<file path="config.mk">
export PLATFORM = sky130hd
export DESIGN_NAME = mcr_config_regs
export DESIGN_NICKNAME = d
export VERILOG_FILES = /design/src/mcr_stage_reg.v /design/src/mcr_config_regs.v
export VERILOG_INCLUDE_DIRS = /design/src
export SDC_FILE = /design/constraint.sdc
export NUM_CORES = 1
export LEC_CHECK = 0
export BUFFER_PORTS_ARGS = -buffer_cell sky130_fd_sc_hd__clkbuf_2
export CAP_MARGIN = 20
export CELL_PAD_IN_SITES_DETAIL_PLACEMENT = 2
export CELL_PAD_IN_SITES_GLOBAL_PLACEMENT = 2
export CORE_MARGIN = 3
export CORE_UTILIZATION = 33
export CTS_CLUSTER_SIZE = 40
export DETAILED_ROUTE_END_ITERATION = 6
export PLACE_DENSITY_LB_ADDON = 0.1
export SYNTH_ARGS = -nofsm -noshare
export SYNTH_HDL_FRONTEND = slang
export SYNTH_SLANG_ARGS = --single-unit
</file>
<file path="constraint.sdc">
create_clock -name i_mclk -period 4.9 [get_ports i_mclk]
set_clock_uncertainty 0.1 [all_clocks]
set_input_delay 0.245 -clock i_mclk [delete_from_list [all_inputs] [get_ports i_mclk]]
set_output_delay 0.245 -clock i_mclk [all_outputs]
set_load 0.03 [all_outputs]
</file>
<file path="src/mcr_consts.vh">
`ifndef MCR_CONSTS_VH
`define MCR_CONSTS_VH

// Register offsets
`define MCR_OFS_VENDOR        8'h00
`define MCR_OFS_DEVICE        8'h01
`define MCR_OFS_CHAN_EN       8'h04
`define MCR_OFS_SKIP          8'h05
`define MCR_OFS_POLARITY      8'h06
`define MCR_OFS_OFFSET        8'h07
`define MCR_OFS_CM            8'h08
`define MCR_OFS_TIMEOUT       8'h0F
`define MCR_OFS_VGAIN1        8'h10
`define MCR_OFS_VGAIN2        8'h11
`define MCR_OFS_VGAIN3        8'h12
`define MCR_OFS_VGAIN4        8'h13
`define MCR_OFS_IGAIN1        8'h20
`define MCR_OFS_IGAIN2        8'h21
`define MCR_OFS_IGAIN3        8'h22
`define MCR_OFS_IGAIN4        8'h23
`define MCR_OFS_LOCK          8'h24

// Field positions
`define MCR_CHAN_LO           3:0
`define MCR_GND_BIT           7
`define MCR_IMON2_BIT         5
`define MCR_IMON1_BIT         4
`define MCR_SKIP_START        7:4
`define MCR_SKIP_END          3:0
`define MCR_ALT_BIT           7
`define MCR_OFFSET_FLD        1:0
`define MCR_CM_FLD            3:0
`define MCR_TMO_BIT           7
`define MCR_GAIN_FLD          5:1
`define MCR_LOCK_WR_BIT       1
`define MCR_LOCK_ALL_BIT      0

// Reset values
`define MCR_RST_CHAN_EN       8'h0F
`define MCR_RST_SKIP          8'h00
`define MCR_RST_ALT           1'h0
`define MCR_RST_OFFSET        2'h0
`define MCR_RST_CM            4'h7
`define MCR_RST_TMO           1'h0
`define MCR_RST_GAIN          5'h00
`define MCR_RST_LOCK          2'h0

// Identity codes, arbitrary values
`define MCR_VENDOR_CODE       8'hA5
`define MCR_DEVICE_CODE       8'h5A

`endif

</file>
<file path="src/mcr_stage_reg.v">
`timescale 1ns/1ps
`default_nettype none

// Written copy plus applied copy loaded at cycle boundary
module mcr_stage_reg #(
  parameter       W   = 8,
  parameter [W-1:0] RST = {W{1'b0}}
) (
  // Clock and reset
  input  wire         i_mclk,
  input  wire         i_rstn,
  // Write and apply
  input  wire         i_wr,
  input  wire [W-1:0] i_wdata,
  input  wire         i_apply,
  // Values
  output reg  [W-1:0] o_written_q,
  output reg  [W-1:0] o_applied_q
);

  always @(posedge i_mclk) begin
    if (!i_rstn) begin
      o_written_q <= RST;
      o_applied_q <= RST;
    end else begin
      if (i_wr) begin
        o_written_q <= i_wdata;
      end
      if (i_apply) begin
        o_applied_q <= i_wr ? i_wdata : o_written_q;
      end
    end
  end

endmodule // mcr_stage_reg

`default_nettype wire

</file>
<file path="src/mcr_config_regs.v">
`timescale 1ns/1ps
`default_nettype none
`include "mcr_consts.vh"

module mcr_config_regs (
  // Clock and reset
  input  wire       i_mclk,
  input  wire       i_rstn,
  // Register access from the serial engine
  input  wire       i_wr_stb,
  input  wire       i_rd_stb,
  input  wire [7:0] i_addr,
  input  wire [7:0] i_wdata,
  output reg  [7:0] o_rdata,
  output reg        o_rd_valid,
  output reg        o_bus_respond,
  output reg        o_wr_allowed,
  // Multiplexer step
  input  wire       i_mux_step_pulse,
  output reg        o_cycle_start,
  output reg        o_output_drive,
  output reg  [3:0] o_slot_index,
  output reg        o_reversed,
  // Applied configuration
  output reg  [7:0] o_channel_enable,
  output reg  [3:0] o_skip_start,
  output reg  [3:0] o_skip_end,
  output reg        o_alt_mode,
  output reg  [1:0] o_offset_sel,
  output reg  [3:0] o_common_mode,
  output reg        o_timeout_disable,
  output reg  [4:0] o_vgain_ch1,
  output reg  [4:0] o_vgain_ch2,
  output reg  [4:0] o_vgain_ch3,
  output reg  [4:0] o_vgain_ch4,
  output reg  [4:0] o_igain_ch1,
  output reg  [4:0] o_igain_ch2,
  output reg  [4:0] o_igain_ch3,
  output reg  [4:0] o_igain_ch4
);

  // Masked channel enable value, only defined bits kept
  localparam [7:0] CHAN_MASK = 8'hBF;

  reg  [1:0] lock_q;
  reg  [1:0] lock_d;
  reg  [1:0] offset_q;
  reg  [3:0] cm_q;
  reg        tmo_q;
  reg  [4:0] vgain_q [0:3];
  reg  [4:0] igain_q [0:3];
  reg  [5:0] step_q;
  reg  [5:0] step_d;
  reg        rev_q;

  wire       lock_wr  = lock_q[`MCR_LOCK_WR_BIT] | lock_q[`MCR_LOCK_ALL_BIT];
  wire       lock_all = lock_q[`MCR_LOCK_ALL_BIT];
  wire       wr_ok    = i_wr_stb & ~lock_wr;
  wire       rd_ok    = i_rd_stb & ~lock_all;

  wire       wr_chan  = wr_ok & (i_addr == `MCR_OFS_CHAN_EN);
  wire       wr_skip  = wr_ok & (i_addr == `MCR_OFS_SKIP);
  wire       wr_pol   = wr_ok & (i_addr == `MCR_OFS_POLARITY);

  wire [7:0] chan_w;
  wire [7:0] chan_a;
  wire [7:0] skip_w;
  wire [7:0] skip_a;
  wire       alt_w;
  wire       alt_a;
  wire       apply;

  // Staged settings, applied at the cycle boundary
  mcr_stage_reg #(.W(8), .RST(`MCR_RST_CHAN_EN)) u_chan (
    .i_mclk      (i_mclk),
    .i_rstn      (i_rstn),
    .i_wr        (wr_chan),
    .i_wdata     (i_wdata & CHAN_MASK),
    .i_apply     (apply),
    .o_written_q (chan_w),
    .o_applied_q (chan_a)
  );

  mcr_stage_reg #(.W(8), .RST(`MCR_RST_SKIP)) u_skip (
    .i_mclk      (i_mclk),
    .i_rstn      (i_rstn),
    .i_wr        (wr_skip),
    .i_wdata     (i_wdata),
    .i_apply     (apply),
    .o_written_q (skip_w),
    .o_applied_q (skip_a)
  );

  mcr_stage_reg #(.W(1), .RST(`MCR_RST_ALT)) u_alt (
    .i_mclk      (i_mclk),
    .i_rstn      (i_rstn),
    .i_wr        (wr_pol),
    .i_wdata     (i_wdata[`MCR_ALT_BIT]),
    .i_apply     (apply),
    .o_written_q (alt_w),
    .o_applied_q (alt_a)
  );

  // Cycle length from applied settings
  wire [2:0] nchan = {2'h0, chan_a[0]} + {2'h0, chan_a[1]}
                   + {2'h0, chan_a[2]} + {2'h0, chan_a[3]};
  wire [3:0] nslot = {nchan, 1'b0} + {3'h0, chan_a[`MCR_IMON1_BIT]}
                   + {3'h0, chan_a[`MCR_IMON2_BIT]} + {3'h0, chan_a[`MCR_GND_BIT]};
  wire [3:0] sk_st = skip_a[`MCR_SKIP_START];
  wire [3:0] sk_en = skip_a[`MCR_SKIP_END];
  wire [5:0] total = {2'h0, sk_st} + {2'h0, nslot} + {2'h0, sk_en};
  wire [5:0] last  = (total == 6'h00) ? 6'h00 : total - 6'h01;
  wire [5:0] slot_end = {2'h0, sk_st} + {2'h0, nslot};

  assign apply = i_mux_step_pulse & (step_q == last);

  // Step counter within a mux cycle
  always @* begin
    step_d = step_q;
    if (i_mux_step_pulse) begin
      step_d = apply ? 6'h00 : step_q + 6'h01;
    end
  end

  // Lock bits only ever set, cleared by power-up reset
  always @* begin
    lock_d = lock_q;
    if (wr_ok && (i_addr == `MCR_OFS_LOCK)) begin
      lock_d = lock_q | i_wdata[1:0];
    end
  end

  integer k;

  always @(posedge i_mclk) begin
    if (!i_rstn) begin
      lock_q   <= `MCR_RST_LOCK;
      offset_q <= `MCR_RST_OFFSET;
      cm_q     <= `MCR_RST_CM;
      tmo_q    <= `MCR_RST_TMO;
      step_q   <= 6'h00;
      rev_q    <= 1'b0;
      for (k = 0; k < 4; k = k + 1) begin
        vgain_q[k] <= `MCR_RST_GAIN;
        igain_q[k] <= `MCR_RST_GAIN;
      end
    end else begin
      lock_q <= lock_d;
      step_q <= step_d;
      if (apply) begin
        rev_q <= alt_a ? ~rev_q : 1'b0;
      end
      if (wr_ok) begin
        case (i_addr)
          `MCR_OFS_OFFSET: begin
            offset_q <= i_wdata[`MCR_OFFSET_FLD];
          end
          `MCR_OFS_CM: begin
            cm_q <= i_wdata[`MCR_CM_FLD];
          end
          `MCR_OFS_TIMEOUT: begin
            tmo_q <= i_wdata[`MCR_TMO_BIT];
          end
          default: begin
            for (k = 0; k < 4; k = k + 1) begin
              if (i_addr == (`MCR_OFS_VGAIN1 + k[7:0])) begin
                vgain_q[k] <= i_wdata[`MCR_GAIN_FLD];
              end
              if (i_addr == (`MCR_OFS_IGAIN1 + k[7:0])) begin
                igain_q[k] <= i_wdata[`MCR_GAIN_FLD];
              end
            end
          end
        endcase
      end
    end
  end

  // Read mux, reserved bits zero
  reg [7:0] rd_val;
  always @* begin
    rd_val = 8'h00;
    case (i_addr)
      `MCR_OFS_VENDOR:   rd_val = `MCR_VENDOR_CODE;
      `MCR_OFS_DEVICE:   rd_val = `MCR_DEVICE_CODE;
      `MCR_OFS_CHAN_EN:  rd_val = chan_w;
      `MCR_OFS_SKIP:     rd_val = skip_w;
      `MCR_OFS_POLARITY: rd_val = {alt_w, 7'h00};
      `MCR_OFS_OFFSET:   rd_val = {6'h00, offset_q};
      `MCR_OFS_CM:       rd_val = {4'h0, cm_q};
      `MCR_OFS_TIMEOUT:  rd_val = {tmo_q, 7'h00};
      `MCR_OFS_VGAIN1:   rd_val = {2'h0, vgain_q[0], 1'b0};
      `MCR_OFS_VGAIN2:   rd_val = {2'h0, vgain_q[1], 1'b0};
      `MCR_OFS_VGAIN3:   rd_val = {2'h0, vgain_q[2], 1'b0};
      `MCR_OFS_VGAIN4:   rd_val = {2'h0, vgain_q[3], 1'b0};
      `MCR_OFS_IGAIN1:   rd_val = {2'h0, igain_q[0], 1'b0};
      `MCR_OFS_IGAIN2:   rd_val = {2'h0, igain_q[1], 1'b0};
      `MCR_OFS_IGAIN3:   rd_val = {2'h0, igain_q[2], 1'b0};
      `MCR_OFS_IGAIN4:   rd_val = {2'h0, igain_q[3], 1'b0};
      `MCR_OFS_LOCK:     rd_val = {6'h00, lock_q};
      default:           rd_val = 8'h00;
    endcase
  end

  // Registered outputs
  always @(posedge i_mclk) begin
    if (!i_rstn) begin
      o_rdata           <= 8'h00;
      o_rd_valid        <= 1'b0;
      o_bus_respond     <= 1'b1;
      o_wr_allowed      <= 1'b1;
      o_cycle_start     <= 1'b0;
      o_output_drive    <= 1'b0;
      o_slot_index      <= 4'h0;
      o_reversed        <= 1'b0;
      o_channel_enable  <= `MCR_RST_CHAN_EN;
      o_skip_start      <= 4'h0;
      o_skip_end        <= 4'h0;
      o_alt_mode        <= `MCR_RST_ALT;
      o_offset_sel      <= `MCR_RST_OFFSET;
      o_common_mode     <= `MCR_RST_CM;
      o_timeout_disable <= `MCR_RST_TMO;
      o_vgain_ch1       <= `MCR_RST_GAIN;
      o_vgain_ch2       <= `MCR_RST_GAIN;
      o_vgain_ch3       <= `MCR_RST_GAIN;
      o_vgain_ch4       <= `MCR_RST_GAIN;
      o_igain_ch1       <= `MCR_RST_GAIN;
      o_igain_ch2       <= `MCR_RST_GAIN;
      o_igain_ch3       <= `MCR_RST_GAIN;
      o_igain_ch4       <= `MCR_RST_GAIN;
    end else begin
      o_rd_valid <= rd_ok;
      if (rd_ok) begin
        o_rdata <= rd_val;
      end
      o_bus_respond     <= ~lock_d[`MCR_LOCK_ALL_BIT];
      o_wr_allowed      <= ~(|lock_d);
      o_cycle_start     <= apply;
      o_output_drive    <= (step_q >= {2'h0, sk_st}) && (step_q < slot_end) && (nslot != 4'h0);
      o_slot_index      <= step_q[3:0] - sk_st;
      o_reversed        <= rev_q;
      o_channel_enable  <= chan_a;
      o_skip_start      <= sk_st;
      o_skip_end        <= sk_en;
      o_alt_mode        <= alt_a;
      o_offset_sel      <= offset_q;
      o_common_mode     <= cm_q;
      o_timeout_disable <= tmo_q;
      o_vgain_ch1       <= vgain_q[0];
      o_vgain_ch2       <= vgain_q[1];
      o_vgain_ch3       <= vgain_q[2];
      o_vgain_ch4       <= vgain_q[3];
      o_igain_ch1       <= igain_q[0];
      o_igain_ch2       <= igain_q[1];
      o_igain_ch3       <= igain_q[2];
      o_igain_ch4       <= igain_q[3];
    end
  end

endmodule // mcr_config_regs

`default_nettype wire

</file>
; After elaboration in Yosys (flattened, before gate mapping)
; Memory sizes are Yosys's and may differ from the RTL's.
; Cells that the tools add are included.
; Widths: inputs -> output; s select.
[word_totals]
ff_bits = 132
mem_bits_rw = 40
in_bits = 21
memories = 2
[classes]
n_addsub = 11
n_lt_le_gt_ge = 2
n_eq_ne = 17
n_mux = 57
bitwise_logic = 21
reduce_logical = 11
[memory_table]
columns = name, depth, width, rd, rd_clocked_by_memory_dff, write_ports, line_no
row1 = igain_q, 4, 5, 4, 0, 4, mcr_config_regs.v:51  ; reg [4:0] igain_q [0:3];
row2 = vgain_q, 4, 5, 4, 0, 4, mcr_config_regs.v:50  ; reg [4:0] vgain_q [0:3];
[ops]
columns = operator, count
row1 = $pmux 8 s17, 1
row2 = $mux 1, 43
row3 = $eq 8x6->1 const B, 5
row4 = $mux 5, 8
row5 = $eq 8x3->1 const B, 4
row6 = $eq 8x5->1 const B, 4
row7 = $eq 8x4->1 const B, 2
row8 = $mux 8, 2
row9 = $add 4x1->4, 3
row10 = $mux 6, 2
row11 = $or 1x1->1, 9
row12 = $eq 8x1->1 const B, 1
row13 = $logic_not 8->1, 1
row14 = $add 6x1->6 const B, 1
row15 = $add 6x4->6, 1
row16 = $and 1x1->1, 6
row17 = $eq 6x6->1, 1
row18 = $ge 6x4->1, 1
row19 = $logic_not 6->1, 1
row20 = $lt 6x5->1, 1
row21 = $reduce_and 2->1, 3
row22 = $sub 6x1->6 const B, 1
row23 = $add 4x4->5, 1
row24 = $not 1->1, 5
row25 = other kinds (10), 12

; Logic depth before layout (Yosys ltp)
; Gate-level depths: netlist of the first run.
[depth]
word_depth = 13
depth_mapped = 16
depth_no_buf = 15

; By module
; Synthesis of the first run repeated with hierarchy kept, for this count alone.
[unflattened]
hier_cells = 703
hier_area_um2 = 7345.8
[modules_own_cells]
columns = module, instances, cells_per_inst, area_each_um2, seq_area_each_um2
row1 = mcr_config_regs, 1, 594, 6159.7, 3163.0
row2 = mcr_stage_reg at u_skip, 1, 51, 560.5, 320.3
row3 = mcr_stage_reg at u_chan, 1, 52, 559.3, 320.3
row4 = mcr_stage_reg at u_alt, 1, 6, 66.3, 40.0

; Worst setup path before layout of the first run
; OpenSTA, ideal clock, no wires.
[synth_path]
kind = register to register
start = reg u_chan.o_applied_q[0]
end = reg rev_q
setup_ns = 0.121
arrival_time_ns = 4.681
required_time_ns = 4.679
slack_ns = -0.003
stages_incl_launch_ff = 16
n_path_buf = 1
path_cell_list = dfxtp_1 > fa_1 > ha_1 > ha_1 > inv_1 > fa_1 > xnor2_1 > ha_1 > a21oi_1 > nand3b_1 > a21o_1 > and3_4 > or4_4 > a2111oi_4 > buf_6 > mux2_4
[synth_via]
elab_chain_len = 12
[synth_lines]
columns = item, line_no
row1 = from (decl), mcr_stage_reg.v:18  ; output reg [W-1:0] o_applied_q
row2 = from (signal assigned), mcr_stage_reg.v:30  ; o_applied_q <= i_wr ? i_wdata : o_written_q;
row3 = $add 1x1->2 *, mcr_config_regs.v:105  ; wire [2:0] nchan = {2'h0, chan_a[0]} + {2'h0, chan_a[1]}
row4 = $add 2x1->3 *, mcr_config_regs.v:106  ; + {2'h0, chan_a[2]} + {2'h0, chan_a[3]};
row5 = $add 3x1->3 *, mcr_config_regs.v:106
row6 = $add 4x1->4 * (3 in series), mcr_config_regs.v:107  ; wire [3:0] nslot = {nchan, 1'b0} + {3'h0, chan_a[`MCR_IMON1_BIT]}
row7 = $add 4x4->5 *, mcr_config_regs.v:111  ; wire [5:0] total = {2'h0, sk_st} + {2'h0, nslot} + {2'h0, sk_en};
row8 = $add 6x4->6 *, mcr_config_regs.v:111
row9 = $sub 6x1->6 or $logic_not 6->1 (tied branches), mcr_config_regs.v:112  ; wire [5:0] last = (total == 6'h00) ? 6'h00 : total - 6'h01;
row10 = $mux 6 *, mcr_config_regs.v:112
row11 = $eq 6x6->1 *, mcr_config_regs.v:115  ; assign apply = i_mux_step_pulse & (step_q == last);
row12 = $and 1x1->1 *, mcr_config_regs.v:115
row13 = to (signal assigned), mcr_config_regs.v:151  ; rev_q <= alt_a ? ~rev_q : 1'b0;
row14 = to (decl), mcr_config_regs.v:54  ; reg rev_q;
; Mark *: on every way between the ends. The rest lies on a longest branch, timed or not.
; A chain may end at the register's enable or synchronous reset.

; Worst setup path in the final report of the first run
[layout_path]
start = reg u_chan.o_applied_q[1]
end = reg u_skip.o_applied_q[7]
[layout_via]
elab_chain_len = 12
[layout_lines]
columns = item, line_no
row1 = $add 1x1->2 *, mcr_config_regs.v:105
row2 = $add 2x1->3 *, mcr_config_regs.v:106
row3 = $add 3x1->3 *, mcr_config_regs.v:106
row4 = $add 4x1->4 * (3 in series), mcr_config_regs.v:107
row5 = $add 4x4->5 *, mcr_config_regs.v:111
row6 = $add 6x4->6 *, mcr_config_regs.v:111
row7 = $sub 6x1->6 or $logic_not 6->1 (tied branches), mcr_config_regs.v:112
row8 = $mux 6 *, mcr_config_regs.v:112
row9 = $eq 6x6->1 *, mcr_config_regs.v:115
row10 = $and 1x1->1 *, mcr_config_regs.v:115
row11 = to (signal assigned), mcr_stage_reg.v:30
row12 = to (decl), mcr_stage_reg.v:18
; Marked as above.

==> impl_metrics.ini, run 1 <==
[status]
status = complete, but fails checks
violations = negative setup slack

[timing]
slew_headroom_pct = 29.3
setup_ws_ns = -0.0745
period_minus_slack_ns = 4.97
setup_viol = 18
slew_violations = 0
finalHoldViolations = 0
rsz0062_at_grt = yes
fin_crit_sh_pct = 102
worst_pin_slew_ns = 1.05
fin_worst_hold_slack_ns = 0.0343
fmax_mhz = 201

[setup_path]
r2r_slack_ns = -0.07
crit_start = u_chan.o_applied_q[1]
path_max_fanout = 8
r2r-start = u_chan.o_applied_q[1]
crit_buf_inv = 2
critPathCapture = u_skip.o_applied_q[7]
end_kind = register
slowest_stage = fa_2
cp.arrival_ns = 5.20
reg2reg_to = u_skip.o_applied_q[7]
criticalPathCategory = register to register
critical-path-top-delay-family = adder cells
path_cells = fa_2 > ha_4 > ha_4 > xor2_2 > ha_4 > a21oi_4 > xnor2_4 > ha_4 > and3b_2 > o221ai_1 > mux2i_1 > and2b_2 > o31a_1 > a2111oi_4 > buf_4 > buf_16 > mux2_4
critical_path_required_ns = 5.12
reg2reg_depth = 17
crit_top_cell = ha_4
cp.depth = 17
slowest_delay_ns = 0.61
critPathLaunchType = register

[die]
dieHeight_um = 154
fp-row-count = 53
coreArea_um2 = 21400
start_util_pct = 34.1
die_w_um = 154
io_pins = 103
dieArea_um2 = 23900

[final_layout]
fin_cells = 1127
final_nets = 887
nFillCells = 2268
final_layout_size_suffix_gt1_share_pct = 28.2
ff_latch_area_um2 = 3850
antennaDiodeCount = 0
syn_to_final_growth_pct = 27.5
multi_input_area_um2 = 3540

[synth]
async_flop_share_pct = 0
synth.avg_cell_area_um2 = 10.2
synth.top_cell.area_share_pct = 36.3
synth_edf_count = 40
synth_most_common_cell = dfxtp_1
synth-seq-cells = 172
synth_cells = 715
synth.yosys.seq_area_share_pct = 52.9
ys_top_cells_by_count = 132 x dfxtp_1, 86 x nor2_1, 55 x and2_1, 55 x nand2_1, 41 x nand3_1
syn_area_um2 = 7270
ys.warnings.count = 0
ys.flop_type = dfxtp_1
synth_top_area_cell = dfxtp_1
yosysUniqueCellTypes = 64
synth.area.top_cells = dfxtp_1 36%, edfxtp_1 17%, and2_1 4.7%
syn_nets = 763

[placed_design]
io_buffers = 102
place_inst = 1068
globalplace.congestion = 0.823
hpwl_um = 17400

[clocking]
tritoncts = yes
root_buffer = clkbuf_16
htree_levels = 4
cts_buffers = 17
clock_sinks = 172
clk_latency_ns = 0.43
clkTransAtPathRegs_ns = 0.07
cts_buffer_depth = 2
ctsHoldBuffers = 0

[routing]
first_iter_violations = 458
firstDrtPassIters = 6
route.detailed.drc = 0
routed-wl-met2_um = 12200
met1Wirelength_um = 12200
wl_met3_um = 1150
wl_um = 25900
top_layer_used = met4
drt.antenna.violating_nets = 0
routed_via_density = 5.31
routedWlPerCell_um = 23.0
route.vias.total = 5982

[hold_path]
min_from = i_wdata[6]
hold_path.class = input port to register

[grt]
grt_overflow = 0
grt_pass1_wl_um = 38000
grt_max_degree = 50
grtUsageTotal_pct = 20.6
grt_antenna_before_repair = 0
first_global_vias = 6246

[run]
drv_cap = 0

[power_and_ir_drop]
leakage_nw = 3.76
vdd_drop_max_mv = 0.217
cellPowerDensity_nw_per_um2 = 328
-- power by group --
part	internal, W	switching, W
Combinational	0.0000419	0.000119
Sequential	0.00147	0.0000126
Clock	0.000777	0.000618
Total	0.00229	0.000749
-- logic make-up after synthesis --
logic type,share of synthesized area (%)
multiplexers,6.99
AND/OR/NAND/NOR,20.9
flip-flops,52.9
buffers and inverters,3.20
AO/OA/AOI/OAI,9.29
adder cells (fa/ha/maj),5.16
XOR/XNOR,1.57
-- flip-flops by register name, indices dropped and copies added (netlist names), 6 cells and up --
| name | cells |
|---|---|
| vgain_q | 20 |
| u_skip.o_written_q | 8 |
| igain_q | 20 |
| o_channel_enable | 8 |
| u_chan.o_applied_q | 8 |
| step_q | 6 |
| u_skip.o_applied_q | 8 |
| o_rdata | 8 |
| u_chan.o_written_q | 8 |
-- timing repair --
item,4_1_cts,5_1_grt
resized for setup,28,34
buffers inserted,12,13
endpoints found under the setup margin,24,24
cloned,2,0
pin swaps,19,16
-- worst reg2reg max path, delay by kind of cell (launching register included) --
family                   cells  cell delay [ns]
AND/OR/NAND/NOR              2             0.46
adder cells (fa/ha/maj)      5             1.51
AO/OA/AOI/OAI                4             1.16
XOR/XNOR                     2             0.42
multiplexers                 2             0.51
flip-flops                   1             0.33
buffers and inverters        2             0.37
-- layout by cell type, fill, tap and decap left out, types with 3 or more instances in the layout --
cell type | Yosys | final
nand3_1 | 41 | 39
xor2_1 | 6 | 4
a22oi_1 | 10 | 10
xnor2_4 | 0 | 3
a21oi_1 | 27 | 25
and2_1 | 55 | 55
mux2i_1 | 20 | 20
inv_6 | 0 | 4
mux2_2 | 9 | 5
inv_8 | 0 | 3
inv_1 | 23 | 21
clkbuf_2 | 0 | 102
o21ai_0 | 22 | 21
nor4_1 | 6 | 5
a32oi_1 | 4 | 4
ha_4 | 0 | 11
a21o_1 | 4 | 3
nor3_1 | 12 | 12
buf_4 | 0 | 30
xnor2_2 | 0 | 3
fa_2 | 0 | 3
mux2_4 | 10 | 16
nand3b_1 | 4 | 4
a221oi_1 | 5 | 5
nand2b_1 | 11 | 11
dfxtp_1 | 132 | 129
nor4b_1 | 4 | 4
ha_1 | 22 | 11
dfxtp_2 | 0 | 3
nor2b_1 | 6 | 6
o22ai_1 | 4 | 4
clkbuf_16 | 0 | 18
nand2_1 | 55 | 54
edfxtp_1 | 40 | 40
nand4_1 | 5 | 5
a31oi_1 | 4 | 4
nor2_1 | 86 | 85
-- cell type report --
class	instances	area share [%]
Multi-Input combinational cell	487	38.2
Timing Repair Buffer	138	9.15
Clock inverter	11	1.31
Inverter	23	0.931
Sequential cell	172	41.5
Tap cell	275	3.71
Clock buffer	21	5.19
-- metal layers --
layer  GRT usage (%)  up-vias
li1                -     2744
met1            29.5     3044
met2            32.6      164
met3            4.06       30
met4            4.29        0
met5               0        -
-- through the flow --
step	TNS [ns]	instance area, um^2	util (%)	total power, W	setup WS [ns]
5_1_grt	-4.58	9270	43.4	0.00314	-0.243
6_report	-0.795	9270	43.4	0.00304	-0.0745
4_1_cts	-0.000728	8980	42.0	0.00307	-0.000728
3_5_place_dp	-3.32	8060	37.7	0.00167	-0.226
2_1_floorplan	0	7270	-	0.00161	0.0507
3_3_place_gp	-0.584	8060	37.7	0.00167	-0.0561
-- worst min-delay path by stage --
stage                                       end  slack (ns)  cells past startpoint
final                     u_skip.o_written_q[6]        0.03                      3
after global routing                    cm_q[2]        0.06                      3
after CTS                 u_skip.o_written_q[6]       0.009                      3
after detailed placement    o_channel_enable[6]        0.36                      1
after global placement      o_channel_enable[6]        0.35                      1
after floorplan             o_channel_enable[1]        0.24                      1
(Power assumes the default switching activity.)
==> run 2: changes to the inputs <==
--- a/config.mk
+++ b/config.mk
@@ -8,12 +8,13 @@
 export LEC_CHECK = 0
 export BUFFER_PORTS_ARGS = -buffer_cell sky130_fd_sc_hd__clkbuf_2
 export CAP_MARGIN = 20
-export CELL_PAD_IN_SITES_DETAIL_PLACEMENT = 2
-export CELL_PAD_IN_SITES_GLOBAL_PLACEMENT = 2
+export CELL_PAD_IN_SITES_DETAIL_PLACEMENT = 0
+export CELL_PAD_IN_SITES_GLOBAL_PLACEMENT = 1
 export CORE_MARGIN = 3
-export CORE_UTILIZATION = 33
+export CORE_UTILIZATION = 40
 export CTS_CLUSTER_SIZE = 40
 export DETAILED_ROUTE_END_ITERATION = 6
+export HOLD_SLACK_MARGIN = 0.08
 export PLACE_DENSITY_LB_ADDON = 0.1
 export SYNTH_ARGS = -nofsm -noshare
 export SYNTH_HDL_FRONTEND = slang
==> constraint.sdc (replaced) <==
create_clock -name i_mclk -period 4.9 [get_ports i_mclk]
set_clock_uncertainty 0.1 [all_clocks]
set_input_delay 0.98 -clock i_mclk [delete_from_list [all_inputs] [get_ports i_mclk]]
set_output_delay 0.98 -clock i_mclk [all_outputs]
set_load 0.03 [all_outputs]
==> impl_metrics.ini, run 2 (same netlist as run 1, synthesis figures left out) <==
[routing]
first_iter_violations = 408
route.detailed.drc = 0
routed_via_density = 5.29
route.vias.total = 5700
wl_um = 20700
routedWlPerCell_um = 19.2
drt.antenna.violating_nets = 0
firstDrtPassIters = 5

[timing]
finalHoldViolations = 0
slew_headroom_pct = 38.6
slew_violations = 0
fmax_mhz = 204
fin_crit_sh_pct = 100
period_minus_slack_ns = 4.91
rsz0062_at_grt = yes
setup_ws_ns = -0.00917
worst_pin_slew_ns = 0.911
setup_viol = 5

[setup_path]
path_cells = fa_1 > ha_4 > ha_4 > inv_2 > fa_2 > xnor2_4 > ha_4 > buf_6 > xor2_2 > nand2_1 > a21o_1 > and3_4 > or4_4 > a2111oi_4 > buf_6 > clkbuf_16 > mux2_4
crit_buf_inv = 4
criticalPathCategory = register to register
critical-path-top-delay-family = adder cells
crit_start = u_chan.o_applied_q[0]
r2r-start = u_chan.o_applied_q[0]
end_kind = register
crit_top_cell = ha_4
critical_path_required_ns = 5.12
critPathLaunchType = register
slowest_delay_ns = 0.59
cp.arrival_ns = 5.13
path_max_fanout = 5
slowest_stage = fa_1

[power_and_ir_drop]
p_sw_w = 0.000733
p_seq_share_pct = 49.4
p_total_w = 0.00300
cellPowerDensity_nw_per_um2 = 330
leakage_nw = 3.73
combinationalPowerShare_pct = 5.2
p_sw_share_pct = 24.5
internal_power_w = 0.00226
p_clk_share_pct = 45.3
vdd_drop_max_mv = 0.218

[final_layout]
layout_commonest_cell = dfxtp_1
syn_to_final_growth_pct = 24.9
final_layout_size_suffix_gt1_share_pct = 26.6
top_regs = igain_q x20, vgain_q x20
fin_util_pct = 51.8
final_cell_mix = 130 x dfxtp_1, 102 x clkbuf_2, 86 x nor2_1, 55 x and2_1, 55 x nand2_1
antennaDiodeCount = 0
nFillCells = 1639
final_nets = 887

[die]
io_pins = 103
dieArea_um2 = 19800
fp-row-count = 48
coreArea_um2 = 17500
start_util_pct = 41.5
die_w_um = 141
dieHeight_um = 141

[grt]
grt_pass1_wl_um = 32400
first_global_vias = 5812
grt_antenna_before_repair = 1
grt_max_degree = 79
grt_overflow = 0
grtUsageTotal_pct = 21.0

[status]
status = complete, but fails checks
violations = negative setup slack

[clocking]
cts_buffers = 17
clk_latency_ns = 0.43
clkTransAtPathRegs_ns = 0.07
tritoncts = yes
htree_levels = 4
cts_buffer_depth = 2
root_buffer = clkbuf_16
clock_sinks = 172

[hold_path]
min_from = o_rdata[1]
hold_path.class = register to register

[placed_design]
hpwl_um = 14600
globalplace.congestion = 0.923
io_buffers = 102
post-place-ws_ns = -0.132

[run]
drv_cap = 0
run 2: cell count changes in the layout (fill, tap and decap cells not counted), moves of 2 or more:
cell     delta
xnor2_1     +3
ha_4        -4
fa_1        +2
xnor2_4     -2
ha_1        +3
a21oi_2     +3
buf_6       +2
buf_4       -2
a21oi_4     -2
fa_2        -2
mux2_4      +2
run 2: what timing repair did:
item,4_1_cts,5_1_grt
gates cloned,2,1
setup endpoints to repair,22,22
hold endpoints to repair,0,0
hold buffers,0,0
pin swaps,14,17
resized for setup,18,23
setup buffers,8,6
run 2: power by group through the flow:
stage | logic, W | clock network (W) | registers [W]
finish | 0.000157 | 0.00136 | 0.00148
global route | 0.000171 | 0.00144 | 0.00148
CTS | 0.000158 | 0.00138 | 0.00148
detailed placement | 0.000156 | 0 | 0.00151
global placement | 0.000157 | 0 | 0.00151
floorplan | 0.0000763 | 0 | 0.00153
run 2: final timing paths:
check / endpoint / slack [ns] / depth (start not counted)
worst min-delay path: o_rdata[1] / 0.36 / 2
worst max-delay path: u_chan.o_applied_q[2] / -0.009 / 17
worst min register to register: o_rdata[1] / 0.36 / 2
worst max register to register: u_chan.o_applied_q[2] / -0.009 / 17
run 2: routing by layer:
metal / GRT usage [%] / routed length (um) / vias to the layer above
met5: 0 / 0 / -
li1: - / - / 2741
met1: 29.7 / 9860 / 2747
met4: 4.44 / 212 / 0
met3: 5.26 / 1390 / 14
met2: 32.7 / 9230 / 198
run 2: worst reg2reg max path, cell delays in order (launching register included):
cell	delay, ns
dfxtp_2	0.33
fa_1	0.59
ha_4	0.23
ha_4	0.30
inv_2	0.05
fa_2	0.41
xnor2_4	0.23
ha_4	0.25
buf_6	0.12
xor2_2	0.19
nand2_1	0.09
a21o_1	0.20
and3_4	0.18
or4_4	0.49
a2111oi_4	0.41
buf_6	0.19
clkbuf_16	0.16
mux2_4	0.29
run 2: layout make-up:
class / count / area, um^2 / share of cell area, %
repair buffers: 138 / 866 / 9.54
multi-input cells: 487 / 3400 / 37.5
clock inverters: 13 / 146 / 1.61
well taps: 225 / 282 / 3.10
flip-flops and latches: 172 / 3850 / 42.4
clock buffers: 19 / 453 / 4.99
inverters: 23 / 86.3 / 0.951
run 2: metrics by stage:
stage | hold slack, ns | TNS (ns) | area [um^2] | instances
global route | 0.392 | -2.06 | 9080 | 1077
global placement | 0.351 | -0.0941 | 8070 | 1028
CTS | 0.361 | 0 | 8900 | 1070
detailed placement | 0.340 | -1.80 | 8070 | 1028
finish | 0.359 | -0.0248 | 9080 | 1077
floorplan | 0.321 | 0 | 7270 | 715
==> run 3: changes to the inputs <==
--- a/config.mk
+++ b/config.mk
@@ -6,12 +6,14 @@
 export SDC_FILE = /design/constraint.sdc
 export NUM_CORES = 1
 export LEC_CHECK = 0
+export ABC_AREA = 1
 export BUFFER_PORTS_ARGS = -buffer_cell sky130_fd_sc_hd__clkbuf_2
 export CAP_MARGIN = 20
 export CELL_PAD_IN_SITES_DETAIL_PLACEMENT = 0
 export CELL_PAD_IN_SITES_GLOBAL_PLACEMENT = 1
+export CORE_ASPECT_RATIO = 0.5
 export CORE_MARGIN = 3
-export CORE_UTILIZATION = 40
+export CORE_UTILIZATION = 38
 export CTS_CLUSTER_SIZE = 40
 export DETAILED_ROUTE_END_ITERATION = 6
 export HOLD_SLACK_MARGIN = 0.08
==> impl_metrics.ini, run 3 <==
[status]
status = finished, final reports clean

[power_and_ir_drop]
vdd_drop_max_mv = 0.237
combinationalPowerShare_pct = 4.9
p_total_w = 0.00298
cellPowerDensity_nw_per_um2 = 345
internal_power_w = 0.00223
p_sw_share_pct = 25.1
p_clk_share_pct = 45.2
p_sw_w = 0.000750
p_seq_share_pct = 49.9
leakage_nw = 4.51

[clocking]
ctsResizeCount = 0
cts_buffers = 17
clkTransAtPathRegs_ns = 0.07
clock_sinks = 172
cts_buffer_depth = 2
root_buffer = clkbuf_16
cts_setup_buffers = 0
clk_latency_ns = 0.43
htree_levels = 4
ctsHoldBuffers = 0
tritoncts = yes

[synth]
synth-seq-cells = 172
synth.area.top_cells = dfxtp_1 36%, edfxtp_1 16%, nand2_1 12%
ys.flop_type = dfxtp_1
synthSimpleGateAreaFrac_pct = 24.0
synth.yosys.seq_area_share_pct = 52.7
synth.avg_cell_area_um2 = 8.27
syn_nets = 930
synth_top_family_by_area = simple AND/OR/NAND/NOR gates
synth_xor_area_share_pct = 0.841
synth.top_cell.area_share_pct = 36.2
ys_top_cells_by_count = 226 x nand2_1, 151 x inv_1, 132 x dfxtp_1, 90 x nor2_1, 47 x nand3_1
synth_compound_area_share_pct = 7.50
synthAdderAreaFrac_pct = 5.15
synth_most_common_cell = nand2_1
synth_edf_count = 40
yosysUniqueCellTypes = 46
ys.warnings.count = 0
syn_area_um2 = 7290
synth_cells = 882
async_flop_share_pct = 0
synth_top_area_cell = dfxtp_1
muxShareOfSynthArea_pct = 0.274

[routing]
routed_via_density = 4.73
wl_um = 19300
firstDrtPassIters = 6
route.vias.total = 5970
route.detailed.drc = 0
drt.antenna.violating_nets = 0
routedWlPerCell_um = 15.3
first_iter_violations = 418

[grt]
grt_overflow = 0
grtUsageTotal_pct = 18.7
first_global_vias = 5786
grt_antenna_before_repair = 0
grt_pass1_wl_um = 30700
grt_max_degree = 40

[setup_path]
critical_path_required_ns = 5.11
reg2reg_depth = 25
cp.arrival_ns = 4.65
critPathLaunchType = register
reg2reg_to = u_chan.o_applied_q[0]
path_max_fanout = 19
criticalPathCategory = register to register
r2r_slack_ns = 0.46
r2r-start = u_chan.o_applied_q[0]
end_kind = register

[timing]
period_minus_slack_ns = 4.44
setup_viol = 0
slew_violations = 0
finalHoldViolations = 0
fin_tns_setup_ns = 0
fmax_mhz = 225
worst_pin_slew_ns = 0.953
slew_headroom_pct = 36.5
setup_ws_ns = 0.460
fin_crit_sh_pct = 90.6
rsz0062_at_grt = no

[die]
fp-row-count = 35
coreArea_um2 = 18600
die_w_um = 202
io_pins = 103
dieArea_um2 = 21000
dieHeight_um = 104
start_util_pct = 39.2

[final_layout]
final_cell_mix = 226 x nand2_1, 151 x inv_1, 132 x dfxtp_1, 102 x clkbuf_2, 90 x nor2_1
antennaDiodeCount = 0
final_layout_size_suffix_gt1_share_pct = 16.6
layout_commonest_cell = nand2_1
fin_cells = 1261
design_area_um2 = 8660
final_nets = 1037
syn_to_final_growth_pct = 18.8
top_regs = igain_q x20, vgain_q x20

[placed_design]
hpwl_um = 14300
io_buffers = 102
post-place-ws_ns = 0.450
place_inst = 1229
placed_area_um2 = 8080
globalplace.congestion = 0.856

[hold_path]
hold_path.class = register to register
min_to = o_channel_enable[6]
min_from = u_chan.o_applied_q[6]
holdPathStages = 2

[run]
drv_cap = 0
run 3: changes by cell type after synthesis, moves of 11 or more:
cell      previous run  this run
nand2b_1            11         0
and2_1              55         0
nand2_1             55       226
inv_1               23       151
clkbuf_1            24         9
mux2i_1             20         2
run 3: how the worst max path moves through the flow:
stage                                startpoint                    end  cells after the start
after global routing      u_chan.o_applied_q[0]  u_chan.o_applied_q[0]                     25
after detailed placement  u_chan.o_applied_q[0]  u_chan.o_applied_q[0]                     25
after CTS                 u_chan.o_applied_q[0]  u_chan.o_applied_q[0]                     25
final                     u_chan.o_applied_q[0]  u_chan.o_applied_q[0]                     25
after floorplan           u_chan.o_applied_q[0]  u_chan.o_applied_q[4]                     28
after global placement    u_chan.o_applied_q[0]  u_chan.o_applied_q[0]                     25
run 3: final cells by class:
| class | count | area [um^2] |
|---|---|---|
| fillers | 1868 | 9950 |
| inverters | 158 | 598 |
| multi-input cells | 532 | 2760 |
| clock buffers | 18 | 429 |
| flip-flops and latches | 172 | 3840 |
| well taps | 259 | 324 |
| clock inverters | 14 | 158 |
| repair buffers | 108 | 556 |
run 3: cells by family after synthesis:
group                    after synthesis
AND/OR/NAND/NOR                      408
buffers and inverters                178
flip-flops                           172
AO/OA/AOI/OAI                         88
adder cells (fa/ha/maj)               27
XOR/XNOR                               7
multiplexers                           2
run 3: critical path, stage by stage, from the launching register on:
cell     delay, ns
dfxtp_1       0.33
fa_1          0.48
ha_1          0.31
ha_1          0.22
xnor2_1       0.14
inv_1         0.08
ha_1          0.34
a21oi_1       0.17
nand2_1       0.08
xor2_1        0.19
inv_1         0.09
ha_1          0.31
nand2_1       0.07
nand2_1       0.06
a21oi_1       0.15
nand2_2       0.10
nand2_4       0.09
nand3_4       0.11
nand3_1       0.09
nand2_1       0.06
inv_1         0.06
nand2_2       0.06
nor2_4        0.16
nand3_4       0.25
nand2_1       0.15
o21ai_1       0.09
run 3: routing by layer:
metal	GRT usage, %	vias to the layer above	share of wire, %
li1	-	3002	-
met1	25.1	2784	46
met2	29.9	155	47
met3	4.19	29	5.2
met4	6.76	0	1.6
met5	0	-	0
run 3: power by group through the flow:
stage	registers [W]	clock network (W)	logic, W
final	0.00149	0.00135	0.000147
after global placement	0.00152	0	0.000147
after detailed placement	0.00152	0	0.000148
after CTS	0.00149	0.00138	0.000148
after floorplan	0.00155	0	0.0000637
after global routing	0.00149	0.00144	0.000161
run 3: stage by stage:
stage / util (%) / hold WS (ns)
final: 46.5 / 0.333
after global routing: 46.5 / 0.365
after CTS: 46.5 / 0.339
after detailed placement: 43.4 / 0.322
after global placement: 43.4 / 0.322
after floorplan: - / 0.300
